===== config.mk =====
export PLATFORM = sky130hd
export DESIGN_NAME = afe_power_down_control
export DESIGN_NICKNAME = d
export VERILOG_FILES = /design/src/verilog/afe_sleep_pkg.sv /design/src/verilog/afe_power_down_control.sv
export VERILOG_INCLUDE_DIRS = /design/src /design/src/verilog
export SDC_FILE = /design/constraint.sdc
export NUM_CORES = 1
export LEC_CHECK = 0
export ABC_CLOCK_PERIOD_IN_PS = 42500
export BUFFER_PORTS_ARGS = -buffer_cell sky130_fd_sc_hd__clkbuf_2
export CAP_MARGIN = 20
export CORE_MARGIN = 2
export CORE_UTILIZATION = 37
export DETAILED_ROUTE_END_ITERATION = 10
export GPL_TIMING_DRIVEN = 0
export HOLD_SLACK_MARGIN = 0.02
export PLACE_DENSITY = 0.53
export SLEW_MARGIN = 20
export SYNTH_ARGS = -nofsm -noshare
export SYNTH_HDL_FRONTEND = slang
export SYNTH_SLANG_ARGS = --single-unit

===== constraint.sdc =====
create_clock -name clock -period 42.5 [get_ports clock]
set_input_delay 10.625 -clock clock [delete_from_list [all_inputs] [get_ports clock]]
set_output_delay 10.625 -clock clock [all_outputs]
set_load 0.05 [all_outputs]

===== src/verilog/afe_sleep_consts.svh =====
`ifndef AFE_SLEEP_CONSTS_SVH
`define AFE_SLEEP_CONSTS_SVH

// ----------------------------------------
// timing figures and clock rate
// ----------------------------------------
`define CLOCK_MHZ            125
`define ENTRY_MAX_US         1
`define CONV_WAKE_US         1
`define CHAIN_WAKE_MIN_US    2
`define CHAIN_WAKE_PERCENT   1
// entry deadline, rounded down
`define ENTRY_MAX_CYC        (`ENTRY_MAX_US * `CLOCK_MHZ)
// wake times, rounded up
`define CONV_WAKE_CYC        (`CONV_WAKE_US * `CLOCK_MHZ)
`define CHAIN_WAKE_MIN_CYC   (`CHAIN_WAKE_MIN_US * `CLOCK_MHZ)
`define CHAIN_WAKE_DIV       (100 / `CHAIN_WAKE_PERCENT)
`define CHANNELS             8
`define SYNC_DELAY_CYC       2

`endif


===== src/verilog/afe_sleep_pkg.sv =====
package afe_sleep_pkg;
   typedef enum logic [1:0] {
      MODE_AWAKE,
      MODE_PARTIAL,
      MODE_COMPLETE
   } sleep_mode_e;
endpackage


===== src/verilog/afe_power_down_control.sv =====
`timescale 1ns/1ps
`include "afe_sleep_consts.svh"

// Function
// - final sleep is OR of applicable controls
// - higher priority control overrides lower ones
// - global pin sleeps everything, highest priority
// - chain pin sleeps preamp, attenuator, amplifier
// - chain fast-sleep bit sleeps whole gain chain
// - converter full-sleep bit sleeps converter
// - converter fast-sleep bit sleeps converter
// - separate bit sleeps attenuator and amplifier
// - separate bit sleeps preamp only
// - partial sleep keeps references powered
// - partial sleep keeps frame, bit clocks
// - partial sleep via chain or converter pins or fast bits
// - complete sleep via full bits or global
// - complete sleep switches off references too
// - entry takes effect under one microsecond
// - converter ready one microsecond after wake
// - chain ready after max(2us, 1% down)
// - per-channel eight-bit sleep masks
module afe_power_down_control
   import afe_sleep_pkg::*;
#(
   parameter int CHANNELS = `CHANNELS,
   parameter int DOWN_W   = 32
) (
   input  wire logic                clock,
   input  wire logic                resetn,
   input  wire logic                globalSleepPin,
   input  wire logic                gainChainSleepPin,
   input  wire logic                converterSleepPin,
   input  wire logic                gainChainFastSleep,
   input  wire logic                gainChainFullSleep,
   input  wire logic                converterFastSleep,
   input  wire logic                converterFullSleep,
   input  wire logic                attenuatorAmpSleep,
   input  wire logic                preampSleep,
   input  wire logic [CHANNELS-1:0] converterChannelSleepMask,
   input  wire logic [CHANNELS-1:0] gainChainChannelSleepMask,
   output logic      [CHANNELS-1:0] preampOff,
   output logic      [CHANNELS-1:0] attenuatorOff,
   output logic      [CHANNELS-1:0] gainAmpOff,
   output logic      [CHANNELS-1:0] converterOff,
   output logic                     referenceOff,
   output logic                     serialClocksOff,
   output logic      [1:0]          sleepMode,
   output logic                     converterReady,
   output logic                     gainChainReady
);

   // ----------------------------------------
   // pin synchronisers
   // ----------------------------------------
   logic [2:0] pinMeta_reg;
   logic [2:0] pinSync_reg;

   // pins are asynchronous; two stages guard against metastability, but a glitch caught at a rising edge still reaches the outputs
   always_ff @(posedge clock or negedge resetn) begin
      if (!resetn) begin
         pinMeta_reg <= 3'h0;
         pinSync_reg <= 3'h0;
      end else begin
         pinMeta_reg <= {globalSleepPin, gainChainSleepPin,
                         converterSleepPin};
         pinSync_reg <= pinMeta_reg;
      end
   end

   logic globalS;
   logic chainPinS;
   logic convPinS;
   assign globalS   = pinSync_reg[2];
   assign chainPinS = pinSync_reg[1];
   assign convPinS  = pinSync_reg[0];

   // ----------------------------------------
   // priority combine
   // ----------------------------------------
   // all levels only ever add sleep, so the OR realises the override
   logic chainHigh;
   logic convHigh;
   logic chainAny;
   logic convAny;
   logic completeReq;
   logic partialReq;
   logic [CHANNELS-1:0] preampNext;
   logic [CHANNELS-1:0] attenNext;
   logic [CHANNELS-1:0] convNext;

   assign chainHigh   = globalS | chainPinS | gainChainFullSleep;
   assign convHigh    = globalS | convPinS | converterFullSleep;
   assign chainAny    = chainHigh | gainChainFastSleep;
   assign convAny     = convHigh | converterFastSleep;
   assign completeReq = globalS | gainChainFullSleep
                      | converterFullSleep;
   assign partialReq  = chainPinS | convPinS | gainChainFastSleep
                      | converterFastSleep;

   assign preampNext = {CHANNELS{chainAny | preampSleep}}
                     | gainChainChannelSleepMask;
   assign attenNext  = {CHANNELS{chainAny | attenuatorAmpSleep}}
                     | gainChainChannelSleepMask;
   assign convNext   = {CHANNELS{convAny}}
                     | converterChannelSleepMask;

   // ----------------------------------------
   // sleep outputs
   // ----------------------------------------
   sleep_mode_e modeNext;
   always_comb begin
      if (completeReq)
         modeNext = MODE_COMPLETE;
      else if (partialReq)
         modeNext = MODE_PARTIAL;
      else
         modeNext = MODE_AWAKE;
   end

   always_ff @(posedge clock or negedge resetn) begin
      if (!resetn) begin
         preampOff       <= '0;
         attenuatorOff   <= '0;
         gainAmpOff      <= '0;
         converterOff    <= '0;
         referenceOff    <= 1'b0;
         serialClocksOff <= 1'b0;
         sleepMode       <= MODE_AWAKE;
      end else begin
         preampOff       <= preampNext;
         attenuatorOff   <= attenNext;
         gainAmpOff      <= attenNext;
         converterOff    <= convNext;
         // partial sleep leaves references and serial clocks alive
         referenceOff    <= completeReq;
         serialClocksOff <= completeReq;
         sleepMode       <= modeNext;
      end
   end

   // ----------------------------------------
   // wake timers
   // ----------------------------------------
   localparam int CONV_WAKE  = `CONV_WAKE_CYC;
   localparam int CHAIN_MIN  = `CHAIN_WAKE_MIN_CYC;
   localparam int CHAIN_DIV  = `CHAIN_WAKE_DIV;

   logic              convSleepPrev_reg;
   logic [15:0]       convWait_reg;
   logic              chainSleepPrev_reg;
   logic [DOWN_W-1:0] downTime_reg;
   logic [DOWN_W-1:0] chainWait_reg;
   logic [DOWN_W-1:0] chainWaitNext;

   // percentage of down time; saturating counter caps very long sleeps
   always_comb begin
      chainWaitNext = downTime_reg / DOWN_W'(CHAIN_DIV);
      if (chainWaitNext < DOWN_W'(CHAIN_MIN))
         chainWaitNext = DOWN_W'(CHAIN_MIN);
   end

   always_ff @(posedge clock or negedge resetn) begin
      if (!resetn) begin
         convSleepPrev_reg <= 1'b0;
         convWait_reg      <= 16'h0000;
         converterReady    <= 1'b1;
      end else begin
         convSleepPrev_reg <= convAny;
         if (convAny) begin
            convWait_reg   <= 16'h0000;
            converterReady <= 1'b0;
         end else if (convSleepPrev_reg) begin
            convWait_reg   <= 16'(CONV_WAKE - 1);
         end else if (convWait_reg != 16'h0000) begin
            convWait_reg   <= convWait_reg - 16'h0001;
         end else begin
            converterReady <= 1'b1;
         end
      end
   end

   always_ff @(posedge clock or negedge resetn) begin
      if (!resetn) begin
         chainSleepPrev_reg <= 1'b0;
         downTime_reg       <= '0;
         chainWait_reg      <= '0;
         gainChainReady     <= 1'b1;
      end else begin
         chainSleepPrev_reg <= chainAny;
         if (chainAny) begin
            gainChainReady <= 1'b0;
            chainWait_reg  <= '0;
            if (!chainSleepPrev_reg)
               downTime_reg <= DOWN_W'(1);
            else if (downTime_reg != '1)
               downTime_reg <= downTime_reg + DOWN_W'(1);
         end else if (chainSleepPrev_reg) begin
            chainWait_reg  <= chainWaitNext - DOWN_W'(1);
         end else if (chainWait_reg != '0) begin
            chainWait_reg  <= chainWait_reg - DOWN_W'(1);
         end else begin
            gainChainReady <= 1'b1;
         end
      end
   end

   // ----------------------------------------
   // check helpers
   // ----------------------------------------
   // quiet time since each sleep request dropped, for the wake checks
   logic [15:0]       convQuiet_reg;
   logic [DOWN_W-1:0] chainQuiet_reg;

   always_ff @(posedge clock or negedge resetn) begin
      if (!resetn) begin
         convQuiet_reg <= 16'h0000;
      end else if (convAny) begin
         convQuiet_reg <= 16'h0000;
      end else if (convQuiet_reg != 16'hFFFF) begin
         convQuiet_reg <= convQuiet_reg + 16'h0001;
      end
   end

   always_ff @(posedge clock or negedge resetn) begin
      if (!resetn) begin
         chainQuiet_reg <= '0;
      end else if (chainAny) begin
         chainQuiet_reg <= '0;
      end else if (chainQuiet_reg != '1) begin
         chainQuiet_reg <= chainQuiet_reg + DOWN_W'(1);
      end
   end

   // ----------------------------------------
   // checks
   // ----------------------------------------
   property p_global_all;
      @(posedge clock) disable iff (!resetn)
      (pinSync_reg[2]) |=> (&preampOff && &converterOff && referenceOff);
   endproperty
   a_global_all: assert property (p_global_all)
      else $error("global pin did not sleep all blocks");

   property p_chain_pin;
      @(posedge clock) disable iff (!resetn)
      (pinSync_reg[1]) |=> (&preampOff && &attenuatorOff && &gainAmpOff);
   endproperty
   a_chain_pin: assert property (p_chain_pin)
      else $error("chain pin did not sleep gain chain");

   property p_fast_chain;
      @(posedge clock) disable iff (!resetn)
      gainChainFastSleep |=> (&gainAmpOff && &preampOff);
   endproperty
   a_fast_chain: assert property (p_fast_chain)
      else $error("chain fast bit ignored");

   property p_conv_bits;
      @(posedge clock) disable iff (!resetn)
      (converterFullSleep || converterFastSleep) |=> &converterOff;
   endproperty
   a_conv_bits: assert property (p_conv_bits)
      else $error("converter sleep bit ignored");

   property p_preamp_only;
      @(posedge clock) disable iff (!resetn)
      (preampSleep && !attenuatorAmpSleep && !chainAny
       && gainChainChannelSleepMask == '0)
         |=> (&preampOff && attenuatorOff == '0);
   endproperty
   a_preamp_only: assert property (p_preamp_only)
      else $error("preamp bit leaked to other blocks");

   property p_attn_only;
      @(posedge clock) disable iff (!resetn)
      (attenuatorAmpSleep && !preampSleep && !chainAny
       && gainChainChannelSleepMask == '0)
         |=> (&attenuatorOff && &gainAmpOff && preampOff == '0);
   endproperty
   a_attn_only: assert property (p_attn_only)
      else $error("attenuator bit leaked to preamp");

   property p_partial_refs;
      @(posedge clock) disable iff (!resetn)
      (partialReq && !completeReq) |=> (!referenceOff && !serialClocksOff);
   endproperty
   a_partial_refs: assert property (p_partial_refs)
      else $error("partial sleep stopped references");

   property p_complete_off;
      @(posedge clock) disable iff (!resetn)
      completeReq |=> (referenceOff && serialClocksOff
                       && sleepMode == MODE_COMPLETE);
   endproperty
   a_complete_off: assert property (p_complete_off)
      else $error("complete sleep left circuits on");

   property p_mode_partial;
      @(posedge clock) disable iff (!resetn)
      (partialReq && !completeReq) |=> sleepMode == MODE_PARTIAL;
   endproperty
   a_mode_partial: assert property (p_mode_partial)
      else $error("partial sleep mode not reported");

   property p_entry_time;
      @(posedge clock) disable iff (!resetn)
      $rose(globalSleepPin) |-> ##[1:4] referenceOff;
   endproperty
   a_entry_time: assert property (p_entry_time)
      else $error("sleep entry too slow");

   // a new request restarts the wake, so the window counts quiet cycles
   property p_conv_early;
      @(posedge clock) disable iff (!resetn)
      $rose(converterReady) |-> (convQuiet_reg >= 16'(CONV_WAKE)
                                 && convQuiet_reg <= 16'(CONV_WAKE + 4));
   endproperty
   a_conv_early: assert property (p_conv_early)
      else $error("converter ready outside wake window");

   property p_conv_late;
      @(posedge clock) disable iff (!resetn)
      (convQuiet_reg == 16'(CONV_WAKE + 4)) |-> converterReady;
   endproperty
   a_conv_late: assert property (p_conv_late)
      else $error("converter ready too late");

   property p_chain_early;
      @(posedge clock) disable iff (!resetn)
      $rose(gainChainReady) |-> chainQuiet_reg >= DOWN_W'(CHAIN_MIN);
   endproperty
   a_chain_early: assert property (p_chain_early)
      else $error("gain chain ready before minimum wake");

   property p_chain_min;
      @(posedge clock) disable iff (!resetn)
      $fell(chainAny) |-> ##[245:255] !gainChainReady;
   endproperty
   a_chain_min: assert property (p_chain_min)
      else $error("gain chain ready too early");

   property p_mask;
      @(posedge clock) disable iff (!resetn)
      (converterChannelSleepMask != '0)
         |=> ((converterOff & $past(converterChannelSleepMask))
              == $past(converterChannelSleepMask));
   endproperty
   a_mask: assert property (p_mask)
      else $error("channel mask not applied");

   property p_conv_unmasked;
      @(posedge clock) disable iff (!resetn)
      !convAny |=> (converterOff == $past(converterChannelSleepMask));
   endproperty
   a_conv_unmasked: assert property (p_conv_unmasked)
      else $error("converter slept without a request");

endmodule


==> impl_metrics.ini <==
[clock_network]
clk_latency_ns = 0.42
ctsLongestPathBuffers = 2
cts_tree = yes
cts_made_buffers = 17
cts_resized = 0
cts_setup_buffers = 0
cts-root-buf = clkbuf_16
cts.reportedPaths.clkPinSlew_ns = 0.06
htree_levels = 4
cts.sinks = 116
postCtsHoldBufs = 0

[global_route]
grt_max_degree = 66
grt_pass1_vias = 12500
grtUsageMet3_pct = 2.58
met2_usage_pct = 34.8
track_usage_pct = 21.6
grtUsageMet1_pct = 31.1
antenna_found_initial = 0
busiest_layer = met2
grt-ovfl-total = 0
grt_pass1_wl_um = 65200

[timing]
slew_headroom_pct = 40.5
rsz0062_at_grt = no
fin_setup_tns_ns = 0
finalMaxSlewViolations = 0
min_period_ns = 19.65
fin_ws_ns = 22.85
setup_viol = 0
finClkSkew_ns = 0.0187
max_freq_mhz = 50.9
finalCritPeriodShare_pct = 46.2
hold_viol_final = 0
holdWs_ns = 0.352
tightestPinTransition_ns = 0.886

[logic_synthesis]
yosys-top-cells-area = dfrtp_1 (22%), nor2_1 (5.1%), xnor2_1 (4.9%)
synthSimpleGateAreaFrac_pct = 27.9
yosysTopAreaCell = dfrtp_1
avgSynthCellArea_sq_um = 7.78
yosys_warnings = 0
synth_top_area_share_pct = 22.3
ys.flop_type = dfrtp_1
mappedNetlistArea_sq_um = 12800
ys_ff_latch = 116
yosys.cell_types.count = 137
ys_seq_area_share_pct = 22.7
synthAdderAreaFrac_pct = 0.947
synth_cells = 1647
syn_nets = 1678
async_reset_ff_share_pct = 100
synth_top_family_by_area = compound AO/OA/AOI/OAI gates
synth_edf_count = 0
synth_compound_area_share_pct = 33.3
synthMuxAreaShare_pct = 2.81
synth_xor_area_share_pct = 6.85

[run]
max-cap-violations = 0

[setup_path]
worstSetupPathType = reg2reg
crit-reg2reg-launch = downTime_reg[27]$_DFFE_PN0P_
max_stage_delay_ns = 0.69
arrival_ns = 19.93
cp-start-kind = register
rrSetupSlack_ns = 22.85
r2r_end = chainWait_reg[26]$_DFFE_PN0P_
required_ns = 42.78
path_max_fanout = 10
r2r_cells = 73
crit_path_end_kind = register
slowest_stage = a311oi_4

[place]
place.gp.congestion = 0.862
dpl.hpwl_um = 29300
place_area_sq_um = 13800
pre_cts_ws_ns = 23.16
io_buffers = 64

[layout]
nets = 1763
layout_common_cells = nor2_1 (173), nand2_1 (145), dfrtp_1 (114)
multi_input_area_sq_um = 9230
drive_gt1_share_pct = 15.1
nFillCells = 3541
syn_to_final_growth_pct = 12.1
ff_latch_area_sq_um = 2910
fin_area_sq_um = 14400
diodes = 0
layout.cells.most_common = nor2_1

[floorplan]
die-area_sq_um = 36100
rows = 68
die_h_um = 190
fp.coreArea_sq_um = 34300
die_w_um = 190
pin_count = 65
start_util_pct = 37.4

[worst_hold_path]
holdPathStages = 0
holdPathEnd = pinSync_reg[2]$_DFF_PN0_
hold_path.class = reg2reg
hp-start = pinMeta_reg[2]$_DFF_PN0_

[routing]
drc = 0
vias = 13200
first_iter_violations = 997
routedWlPerCell_um = 17.7
wirelength_um = 38900
detail-route-antenna-nets = 0
first_pass_iters = 7
avgViaCountPerCell = 6.01

[status]
outcome = finished, final reports clean
stage by stage:
| stage | instances | utilization, % |
|---|---|---|
| after floorplan | 1647 | - |
| after global placement | 2166 | 40.0 |
| after detailed placement | 2168 | 40.1 |
| after CTS | 2200 | 41.9 |
| after global routing | 2200 | 41.9 |
| final | 2200 | 41.9 |
synthesized netlist by cell type (11+ instances only):
master and number:
o211ai_1 33, o31ai_1 16, and3_1 21, nand2b_1 20, o21ai_1 24, a31oi_1 21
buf_1 11, or3_1 47, xnor2_1 71, clkbuf_1 56, or2_1 15, nand3_1 69
nand4_1 28, a21oi_1 101, nor4_1 24, o22ai_1 12, dfrtp_1 114, nand2_1 145
inv_1 34, o21ai_0 61, a211oi_1 20, buf_2 20, nor3_1 54, a211o_1 15
buf_4 17, nor2b_1 13, o221ai_1 11, and2_1 23, a21o_1 22, nor2_1 173
o2111ai_1 14, xor2_1 15, mux2i_1 14
logic make-up after synthesis:
group           count (synthesis)
simple gates                  693
compound gates                550
flops                         116
mux                            32
buf+inv                       152
fa+ha+maj                      11
xor+xnor                       93
worst max-delay path by stage:
stage	start	to	slack, ns
floorplan	downTime_reg[27]$_DFFE_PN0P_	chainWait_reg[26]$_DFFE_PN0P_	26.35
global placement	downTime_reg[27]$_DFFE_PN0P_	chainWait_reg[26]$_DFFE_PN0P_	23.11
detailed placement	downTime_reg[27]$_DFFE_PN0P_	chainWait_reg[26]$_DFFE_PN0P_	23.16
CTS	downTime_reg[27]$_DFFE_PN0P_	chainWait_reg[26]$_DFFE_PN0P_	23.04
global route	downTime_reg[27]$_DFFE_PN0P_	chainWait_reg[26]$_DFFE_PN0P_	21.20
finish	downTime_reg[27]$_DFFE_PN0P_	chainWait_reg[26]$_DFFE_PN0P_	22.85
layout make-up:
type,instances,share of cell area [%]
multi-input cells,1379,64.2
well taps,455,3.96
plain buffers,109,3.73
repair buffers,66,2.52
flip-flops and latches,116,20.2
inverters,43,1.12
clock inverters,15,1.25
clock buffers,17,2.96
routing by layer:
| metal | share of wire, % | wire length, um | vias up |
|---|---|---|---|
| met4 | 1.1 | 430 | 0 |
| li1 | - | - | 6439 |
| met5 | 0 | 0 | - |
| met1 | 49 | 19000 | 6362 |
| met3 | 4.6 | 1800 | 38 |
| met2 | 45 | 17600 | 379 |
critical path, delay by kind of cell (launching register included):
kind	cells	cell delay, ns
mux	1	0.40
flops	1	0.47
xor+xnor	4	1.08
buf+inv	10	1.68
compound gates	32	9.82
simple gates	25	5.90
fa+ha+maj	1	0.16
Power is left out: the tool's default activity adds up to more than one toggle a clock period on the data nets, which glitch-free logic cannot reach.
